<file path="config.mk">
export PLATFORM = sky130hd
export DESIGN_NAME = dual_channel_eisa_transfer_engine
export DESIGN_NICKNAME = d
export VERILOG_FILES = /design/src/pin_filter.v /design/src/dual_channel_eisa_transfer_engine.v
export VERILOG_INCLUDE_DIRS = /design/src
export SDC_FILE = /design/constraint.sdc
export NUM_CORES = 1
export LEC_CHECK = 0
export ABC_AREA = 1
export BUFFER_PORTS_ARGS = -buffer_cell sky130_fd_sc_hd__buf_2
export CAP_MARGIN = 20
export CORE_MARGIN = 5
export CORE_UTILIZATION = 25
export DETAILED_ROUTE_END_ITERATION = 12
export PLACE_DENSITY = 0.4
export SYNTH_ARGS = -nofsm -noshare
export SYNTH_HDL_FRONTEND = slang
export SYNTH_SLANG_ARGS = --single-unit
</file>
<file path="constraint.sdc">
create_clock -name clk_sys -period 7.5 [get_ports clk_sys]
set_input_delay 1.125 -clock clk_sys [delete_from_list [all_inputs] [get_ports clk_sys]]
set_output_delay 1.125 -clock clk_sys [all_outputs]
set_load 0.01 [all_outputs]
</file>
<file path="src/xfer_engine_map.vh">
/*
 * register index map, field positions and reset values of the two-channel
 * transfer engine. assumes inclusion by bare name from the design files.
 */
`ifndef XFER_ENGINE_MAP_VH
`define XFER_ENGINE_MAP_VH

// direct local ports, chosen by the two local address lines
`define LOC_DATA 2'h0
`define LOC_INDEX 2'h1
`define LOC_STATUS 2'h2

// index register fields
`define IDX_AUTOINC 7
`define IDX_CHAN 5

// offsets inside one channel window
`define OFS_BASE_ADDR0 5'h00
`define OFS_BASE_CNT0 5'h04
`define OFS_STROBE 5'h07
`define OFS_CUR_ADDR0 5'h08
`define OFS_CUR_CNT0 5'h0C
`define OFS_CONFIG 5'h10
`define OFS_STATUS 5'h11

// length-and-control fields
`define CNT_START 23
`define CNT_DIR 22
`define CNT_MSB 21
`define CNT_FULL 23'h400000

// configuration bits
`define CFG_BURST 0
`define CFG_SUSPEND 1
`define CFG_CLEAR 2

// channel status bits
`define STS_ACTIVE 0
`define STS_DONE 1
`define STS_MISMATCH 2
`define STS_WIDE16 3

// reset values
`define RST_BYTE 8'h00
`define RST_ADDR 32'h00000000
`define RST_CNT 24'h000000
`define RST_CUR_CNT 23'h000000
`define RST_BE 4'hF

// synchroniser reset levels: bclk, slburst_n, ex32_n, exrdy, data
`define SYNC_INIT {1'b0, 1'b1, 1'b1, 1'b1, 32'h00000000}

`endif

</file>
<file path="src/pin_filter.v">
/*
 * three-stage input filter with an output flop, one chain per bit.
 * assumes asynchronous inputs; a change is taken once stages two and three agree.
 */
`timescale 1ns/1ps
module pin_filter #(
  parameter W = 1,
  parameter [W-1:0] INIT = {W{1'b0}}
) (
  // clock and reset
  input wire clk_sys,
  input wire reset_n,
  // pins
  input wire [W-1:0] pin_in,
  output wire [W-1:0] pin_out
);
  genvar i;
  generate
    for (i = 0; i < W; i = i + 1) begin : bit_chain
      reg s1_reg;
      reg s2_reg;
      reg s3_reg;
      reg out_reg;
      always @(posedge clk_sys or negedge reset_n) begin
        if (!reset_n) begin
          s1_reg <= INIT[i];
          s2_reg <= INIT[i];
          s3_reg <= INIT[i];
          out_reg <= INIT[i];
        end else begin
          s1_reg <= pin_in[i];
          s2_reg <= s1_reg;
          s3_reg <= s2_reg;
          if (s2_reg == s3_reg) begin
            out_reg <= s3_reg;
          end
        end
      end
      assign pin_out[i] = out_reg;
    end
  endgenerate
endmodule

</file>
<file path="src/dual_channel_eisa_transfer_engine.v">
/*
 * two-channel bus-master transfer engine: indexed local register access,
 * per-channel base/current/control groups and one bus cycle sequencer.
 * assumes bus pins and bclk are asynchronous to clk_sys; pads resolve enables.
 */
// Overview of operation
// - two independent channels, burst or two-clock cycles
// - fall back to non-burst or mismatched cycles
// - base, current and control groups per channel
// - seven base bytes: address and length
// - lengths from one byte to four megabytes
// - count top bit starts, next sets direction
// - current group loaded from base, readable
// - strobe write loads current, raises request if start bit set
// - strobe during transfer defers load until done
// - busy flags in local status bits 0, 1
// - configuration write can terminate running transfer
// - burst selection comes from configuration register
// - no slave burst: keep master burst inactive
// - burst selected: master16 low one bclk from start edge
// - burst downshifts to 16 bits without ex32
// - non-burst without ex32: float start, lanes, data
// - wait for ex32 return before next address
// - ex32 active: 32-bit two-clock cycle
`timescale 1ns/1ps
`include "xfer_engine_map.vh"
module dual_channel_eisa_transfer_engine (
  // clock and reset
  input wire clk_sys,
  input wire reset_n,
  // local processor port
  input wire [1:0] local_addr,
  input wire [7:0] local_wdata,
  input wire local_wr,
  input wire local_rd,
  output reg [7:0] local_rdata,
  // bus inputs
  input wire bclk,
  input wire slburst_n,
  input wire ex32_n,
  input wire exrdy,
  input wire [31:0] multiplexed_data_bus_in,
  // bus outputs
  output reg start_n,
  output reg start_oe,
  output reg msburst_n,
  output reg master16_n,
  output reg [3:0] byte_lane_enables,
  output reg byte_lane_oe,
  output reg [31:0] multiplexed_data_bus_out,
  output reg multiplexed_data_bus_oe,
  output reg [31:2] eisa_addr,
  output reg mem_write,
  // board data side
  input wire [31:0] board_wdata,
  output reg board_take,
  output reg [31:0] board_rdata,
  output reg board_valid
);
  localparam E_IDLE = 3'd0;
  localparam E_ARM = 3'd1;
  localparam E_CMD = 3'd2;
  localparam E_DATA = 3'd3;
  localparam E_BACK = 3'd4;
  localparam E_END = 3'd5;

  wire [35:0] filt;
  pin_filter #(.W(36), .INIT(`SYNC_INIT)) u_filter (
    .clk_sys(clk_sys),
    .reset_n(reset_n),
    .pin_in({bclk, slburst_n, ex32_n, exrdy, multiplexed_data_bus_in}),
    .pin_out(filt)
  );
  wire bclk_f = filt[35];
  wire slburst_f = filt[34];
  wire ex32_f = filt[33];
  wire exrdy_f = filt[32];
  wire [31:0] data_f = filt[31:0];

  reg bclk_last_reg;
  wire bclk_rise = bclk_f & ~bclk_last_reg;

  // register storage
  reg [7:0] index_reg;
  reg [31:0] base_addr_reg [0:1];
  reg [23:0] base_cnt_reg [0:1];
  reg [7:0] cfg_reg [0:1];
  reg [31:0] cur_addr_reg [0:1];
  reg [22:0] cur_cnt_reg [0:1];
  reg [1:0] active_reg;
  reg [1:0] pending_reg;
  reg [1:0] dir_reg;
  reg [1:0] done_reg;
  reg [1:0] mism_reg;
  wire [1:0] req;

  // sequencer state
  reg [2:0] state_reg;
  reg ch_reg;
  reg last_ch_reg;
  reg burst_reg;
  reg wide16_reg;
  reg adv_reg;
  reg [2:0] adv_bytes_reg;

  wire data_wr = local_wr & (local_addr == `LOC_DATA);
  wire data_rd = local_rd & (local_addr == `LOC_DATA);
  wire [4:0] ofs = index_reg[4:0];
  wire [1:0] busy = active_reg | pending_reg;

  always @(posedge clk_sys or negedge reset_n) begin
    if (!reset_n) begin
      index_reg <= `RST_BYTE;
    end else if (local_wr & (local_addr == `LOC_INDEX)) begin
      index_reg <= local_wdata;
    end else if ((data_wr | data_rd) & index_reg[`IDX_AUTOINC]) begin
      index_reg <= {1'b1, index_reg[6:0] + 7'h01};
    end
  end

  genvar g;
  generate
    for (g = 0; g < 2; g = g + 1) begin : chan
      wire sel = (index_reg[6] == 1'b0) & (index_reg[`IDX_CHAN] == g);
      wire wr = data_wr & sel;
      wire strobe_wr = wr & (ofs == `OFS_STROBE);
      wire cfg_wr = wr & (ofs == `OFS_CONFIG);
      wire adv = adv_reg & (ch_reg == g);
      wire [22:0] step = {20'h00000, adv_bytes_reg};
      wire fin = adv & (cur_cnt_reg[g] <= step);
      wire term = cfg_wr & local_wdata[`CFG_CLEAR] & active_reg[g];
      wire load = (strobe_wr & (~active_reg[g] | fin)) | (fin & pending_reg[g]);
      wire [21:0] len = base_cnt_reg[g][`CNT_MSB:0];
      always @(posedge clk_sys or negedge reset_n) begin
        if (!reset_n) begin
          base_addr_reg[g] <= `RST_ADDR;
          base_cnt_reg[g] <= `RST_CNT;
          cfg_reg[g] <= `RST_BYTE;
          cur_addr_reg[g] <= `RST_ADDR;
          cur_cnt_reg[g] <= `RST_CUR_CNT;
          active_reg[g] <= 1'b0;
          pending_reg[g] <= 1'b0;
          dir_reg[g] <= 1'b0;
          done_reg[g] <= 1'b0;
          mism_reg[g] <= 1'b0;
        end else begin
          // base bytes written without a busy check
          if (wr & (ofs[4:2] == 3'b000)) begin
            base_addr_reg[g][ofs[1:0]*8 +: 8] <= local_wdata;
          end
          if (wr & (ofs[4:2] == 3'b001) & (ofs[1:0] != 2'b11)) begin
            base_cnt_reg[g][ofs[1:0]*8 +: 8] <= local_wdata;
          end
          if (cfg_wr) begin
            cfg_reg[g] <= {5'h00, local_wdata[2:0]};
          end
          if (load) begin
            cur_addr_reg[g] <= base_addr_reg[g];
            // zero length encodes the full four megabytes
            cur_cnt_reg[g] <= (len == 22'h000000) ? `CNT_FULL : {1'b0, len};
            dir_reg[g] <= base_cnt_reg[g][`CNT_DIR];
            active_reg[g] <= base_cnt_reg[g][`CNT_START];
            pending_reg[g] <= 1'b0;
            done_reg[g] <= 1'b0;
          end else if (strobe_wr) begin
            pending_reg[g] <= 1'b1;
          end else if (term) begin
            active_reg[g] <= 1'b0;
            cur_cnt_reg[g] <= `RST_CUR_CNT;
          end else if (adv) begin
            cur_addr_reg[g] <= cur_addr_reg[g] + {29'h00000000, adv_bytes_reg};
            cur_cnt_reg[g] <= fin ? `RST_CUR_CNT : cur_cnt_reg[g] - step;
            if (fin) begin
              active_reg[g] <= 1'b0;
              done_reg[g] <= 1'b1;
            end
          end
          if (adv) begin
            // start is floated only on a backed-off cycle
            mism_reg[g] <= ~start_oe;
          end
        end
      end
      assign req[g] = active_reg[g] & ~cfg_reg[g][`CFG_SUSPEND] & ~term;
    end
  endgenerate

  // local read path
  wire ich = index_reg[`IDX_CHAN];
  reg [7:0] idx_data;
  always @* begin
    idx_data = 8'h00;
    if (index_reg[6] == 1'b0) begin
      case (ofs)
        5'h00, 5'h01, 5'h02, 5'h03: idx_data = base_addr_reg[ich][ofs[1:0]*8 +: 8];
        5'h04, 5'h05, 5'h06: idx_data = base_cnt_reg[ich][ofs[1:0]*8 +: 8];
        // current group is read live; software suspends first
        5'h08, 5'h09, 5'h0A, 5'h0B: idx_data = cur_addr_reg[ich][ofs[1:0]*8 +: 8];
        5'h0C: idx_data = cur_cnt_reg[ich][7:0];
        5'h0D: idx_data = cur_cnt_reg[ich][15:8];
        5'h0E: idx_data = {1'b0, cur_cnt_reg[ich][22:16]};
        `OFS_CONFIG: idx_data = cfg_reg[ich];
        `OFS_STATUS: idx_data = {4'h0, wide16_reg & (ch_reg == ich), mism_reg[ich],
                                 done_reg[ich], active_reg[ich]};
        default: idx_data = 8'h00;
      endcase
    end
  end

  always @(posedge clk_sys or negedge reset_n) begin
    if (!reset_n) begin
      local_rdata <= `RST_BYTE;
    end else if (local_rd) begin
      case (local_addr)
        `LOC_DATA: local_rdata <= idx_data;
        `LOC_INDEX: local_rdata <= index_reg;
        `LOC_STATUS: local_rdata <= {6'h00, busy};
        default: local_rdata <= 8'h00;
      endcase
    end
  end

  // bytes of the coming cycle and their lane enables
  wire [22:0] rem = cur_cnt_reg[ch_reg];
  wire [2:0] wmax = wide16_reg ? 3'd2 : 3'd4;
  wire [2:0] nbytes = (rem < {20'h00000, wmax}) ? rem[2:0] : wmax;
  reg [3:0] be_n;
  always @* begin
    case (nbytes)
      3'd1: be_n = 4'hE;
      3'd2: be_n = 4'hC;
      3'd3: be_n = 4'h8;
      3'd4: be_n = 4'h0;
      default: be_n = `RST_BE;
    endcase
  end
  wire pick = (req[~last_ch_reg]) ? ~last_ch_reg : last_ch_reg;

  always @(posedge clk_sys or negedge reset_n) begin
    if (!reset_n) begin
      bclk_last_reg <= 1'b0;
      state_reg <= E_IDLE;
      ch_reg <= 1'b0;
      last_ch_reg <= 1'b1;
      burst_reg <= 1'b0;
      wide16_reg <= 1'b0;
      adv_reg <= 1'b0;
      adv_bytes_reg <= 3'd0;
      start_n <= 1'b1;
      start_oe <= 1'b0;
      msburst_n <= 1'b1;
      master16_n <= 1'b1;
      byte_lane_enables <= `RST_BE;
      byte_lane_oe <= 1'b0;
      multiplexed_data_bus_out <= 32'h00000000;
      multiplexed_data_bus_oe <= 1'b0;
      eisa_addr <= 30'h00000000;
      mem_write <= 1'b0;
      board_take <= 1'b0;
      board_rdata <= 32'h00000000;
      board_valid <= 1'b0;
    end else begin
      bclk_last_reg <= bclk_f;
      adv_reg <= 1'b0;
      board_take <= 1'b0;
      board_valid <= 1'b0;
      case (state_reg)
        E_IDLE: begin
          wide16_reg <= 1'b0;
          if (req != 2'b00) begin
            ch_reg <= pick;
            last_ch_reg <= pick;
            burst_reg <= cfg_reg[pick][`CFG_BURST];
            eisa_addr <= cur_addr_reg[pick][31:2];
            mem_write <= dir_reg[pick];
            start_oe <= 1'b1;
            byte_lane_oe <= 1'b1;
            state_reg <= E_ARM;
          end
        end
        E_ARM: begin
          byte_lane_enables <= be_n;
          multiplexed_data_bus_out <= board_wdata;
          multiplexed_data_bus_oe <= mem_write;
          if (bclk_rise) begin
            start_n <= 1'b0;
            master16_n <= ~burst_reg;
            state_reg <= E_CMD;
          end
        end
        E_CMD: begin
          if (bclk_rise) begin
            start_n <= 1'b1;
            master16_n <= 1'b1;
            if (burst_reg & ~slburst_f) begin
              msburst_n <= 1'b0;
              wide16_reg <= ex32_f;
              state_reg <= E_DATA;
            end else if (~ex32_f) begin
              burst_reg <= 1'b0;
              state_reg <= E_DATA;
            end else begin
              burst_reg <= 1'b0;
              start_oe <= 1'b0;
              byte_lane_oe <= 1'b0;
              multiplexed_data_bus_oe <= 1'b0;
              state_reg <= E_BACK;
            end
          end
        end
        E_DATA: begin
          if (wide16_reg) begin
            byte_lane_enables <= be_n;
          end
          if (bclk_rise & exrdy_f) begin
            adv_reg <= 1'b1;
            adv_bytes_reg <= nbytes;
            board_take <= mem_write;
            board_valid <= ~mem_write;
            board_rdata <= data_f;
            if (burst_reg & (rem > {20'h00000, nbytes}) & req[ch_reg]) begin
              state_reg <= E_END;
            end else begin
              msburst_n <= 1'b1;
              state_reg <= E_END;
            end
          end
        end
        E_BACK: begin
          if (bclk_rise & ~ex32_f) begin
            adv_reg <= 1'b1;
            adv_bytes_reg <= nbytes;
            board_valid <= ~mem_write;
            board_rdata <= data_f;
            board_take <= mem_write;
            state_reg <= E_END;
          end
        end
        E_END: begin
          // wait out the current group update, then release or continue
          if (adv_reg) begin
            state_reg <= E_END;
          end else if (~msburst_n & req[ch_reg]) begin
            eisa_addr <= cur_addr_reg[ch_reg][31:2];
            byte_lane_enables <= be_n;
            multiplexed_data_bus_out <= board_wdata;
            state_reg <= E_DATA;
          end else begin
            msburst_n <= 1'b1;
            start_oe <= 1'b0;
            byte_lane_oe <= 1'b0;
            multiplexed_data_bus_oe <= 1'b0;
            byte_lane_enables <= `RST_BE;
            state_reg <= E_IDLE;
          end
        end
        default: state_reg <= E_IDLE;
      endcase
    end
  end
endmodule

</file>
==> metrics.csv <==
metric;value;unit
dp.cells;5227;
p_int;6.43;mW
worstHoldStart;u_filter.bit_chain[20].s1_reg;
crit_top_cell;nand2_1;
slew_viol_final;0;
wl_per_cell;20.9;um
synth_edf_count;0;
drive_gt1_share;10.7;%
wl;112;mm
final.setup.worst_slack;2.44;ns
grt_pass1_wl;165;mm
regArea;0.0129;sq mm
swShare;39.4;%
ant_nets;0;
yosysTopAreaCell;dfrtp_1;
synth-seq-cells;516;
max_slew.worst_pin.slew;1.07;ns
pwr-share-comb;32.0;%
place.gp.congestion;0.906;
drc;0;
yosysMostFrequentCell;nand2_1;
cp_cell_sequence;buf_4 -> clkinv_1 -> ha_1 -> nor2_1 -> nand2_1 -> nand2_1 -> nand2_1 -> inv_1 -> nand2_1 -> nor3_1 -> nor2_2 -> nand2_1 -> nand2_1 -> nand2_1 -> nand2_1;
num-fill-cells;12100;
irDropWorstVdd;0.160;mV
final_cells;5351;
placed_cell_area;0.0298;sq mm
post-route-period-util;67.5;%
cts_resized;0;
grt_pass1_vias;24100;
start_kind;flip-flop;
async_reset_ff_share;100;%
dp_hpwl;84.8;mm
insertion_delay;0.64;ns
syn_avg_cell_area;7.46;sq um
cts_buffers;66;
synth_cells;3692;
routed_via_density;4.58;
timing.rr.start;index_reg[0];
hold_buffers;0;
reg2reg_depth;15;
fin_crit;5.06;ns
worstHoldPathType;reg2reg;
grt_max_degree;152;
timing.max_cap.violations;0;
synth_common_cells;nand2_1 (1,356), dfrtp_1 (496), nor2_1 (345);
die_y;342;um
clock.fmax;0.198;GHz
synth_area_leaders;dfrtp_1 (45%), nand2_1 (18%), o21ai_0 (4.9%), nor2_1 (4.7%), inv_1 (4.4%);
antenna_found_initial;2;
cts.clk_slew.worst_paths;0.06;ns
maxSlewHeadroom;28.7;%
row_count;121;
power_frac_seq;35.4;%
synth.top_cell.area_share;45.1;%
start_util;25.2;%
final_area;0.0322;sq mm
ys_seq_area_share;47.0;%
r2r-end;local_rdata[1];
r2r_setup_slack;2.44;ns
tns;0;ns
min_to;u_filter.bit_chain[20].s2_reg;
min_path_cells;0;
status;completed;
ios;197;
grt_use_total;18.9;%
post_cts_buffers;0;
finalPower;10.6;mW
cpLargestDelayFamily;simple AND/OR/NAND/NOR gates;
hold_ws;0.341;ns
pre_cts_ws;2.47;ns
pwr-share-clk;32.6;%
multi_input_area;0.0125;sq mm
cts_sinks;516;
cp_max_fo;31;
dieArea;0.117;sq mm
syn_nets;3800;
setup_viol;0;
cts_buffer_depth;3;
synth_warnings;0;
clock_skew;0.0524;ns
yosysUniqueCellTypes;56;
fin_util;29.5;%
cts_max_level;3;
slowest_stage;inv_1;
rsz0062_at_grt;false;
nets;3930;
cp.arrival;5.55;ns
cts_tree;yes;
core-area;0.109;sq mm
io_buffers;196;
grt_remaining_overflow;0;
syn-cell-area;0.0275;sq mm
drt_iter0_markers;2280;
worst_path_largest_cell_delay;0.75;ns
dr.pass1.iters;6;
crit_path_end_kind;flip-flop;
path_buf_inv;3;
power.density;329;mW/mm^2
via_count;24500;
netSwitchingPower;4.18;mW
root_buffer;clkbuf_16;
area_growth;16.9;%
ys.flop_type;dfrtp_1;
p_leak;15.7;nW
die_w;342;um
crit_required;7.99;ns
worstSetupPathType;reg2reg;
hold_viol_final;0;
-- layout by cell type, fill, tap and decap left out, drive strengths merged, types with 27 or more instances in the layout --
| cell type | synthesis | layout |
|---|---|---|
| maj3 | 36 | 36 |
| o21ai | 309 | 309 |
| a21oi | 107 | 107 |
| xor2 | 94 | 94 |
| dfrtp | 496 | 496 |
| o211ai | 42 | 42 |
| inv | 334 | 338 |
| nor2 | 358 | 358 |
| nand2 | 1363 | 1363 |
| nand3 | 173 | 173 |
| buf | 91 | 226 |
| clkbuf | 73 | 94 |
| nand4 | 27 | 27 |
| nor3 | 53 | 53 |
-- worst max-delay path by stage --
stage	endpoint	slack, ns	from	cells after the start
floorplan	msburst_n	4.85	ch_reg	21
global placement	local_rdata[0]	2.56	index_reg[0]	15
detailed placement	local_rdata[0]	2.47	index_reg[0]	15
CTS	local_rdata[1]	2.46	index_reg[0]	15
global route	local_rdata[1]	1.94	index_reg[0]	15
finish	local_rdata[1]	2.44	index_reg[0]	15
-- cell families (layout without fill, tap and decap cells) --
| group | count (synthesis) | after routing | synth area share [%] |
|---|---|---|---|
| multiplexers | 10 | 10 | 0.400 |
| buffers and inverters | 503 | 685 | 7.60 |
| AO/OA/AOI/OAI | 501 | 501 | 9.99 |
| adder cells (fa/ha/maj) | 62 | 62 | 2.60 |
| other | 0 | 1 | 0 |
| AND/OR/NAND/NOR | 1999 | 1999 | 29.2 |
| flip-flops | 516 | 516 | 47.0 |
| XOR/XNOR | 101 | 101 | 3.21 |
-- power groups by stage --
stage          clock, mW  combinational (mW)  sequential, mW
3_5_place_dp           0                3.43            3.79
2_1_floorplan          0                2.12            3.71
6_report            3.46                3.40            3.75
4_1_cts             3.58                3.45            3.75
3_3_place_gp           0                3.45            3.79
5_1_grt             3.69                3.83            3.82
-- cell type report --
cell class	count	share of cell area, %
tap	1476	5.73
timing repair buffer	226	3.86
antenna	1	0.00777
sequential	516	40.2
inverter	339	3.96
multi-input combinational	2673	38.9
clock buffer	94	5.95
clock inverter	26	1.43
-- routing by layer --
layer  wire, um  global-route usage [%]
met3       6850                    3.62
met2      47800                    28.3
met1      54800                    28.2
met5          0                       0
met4       2260                    3.95
Note: power is estimated with default switching activity, not from simulation.
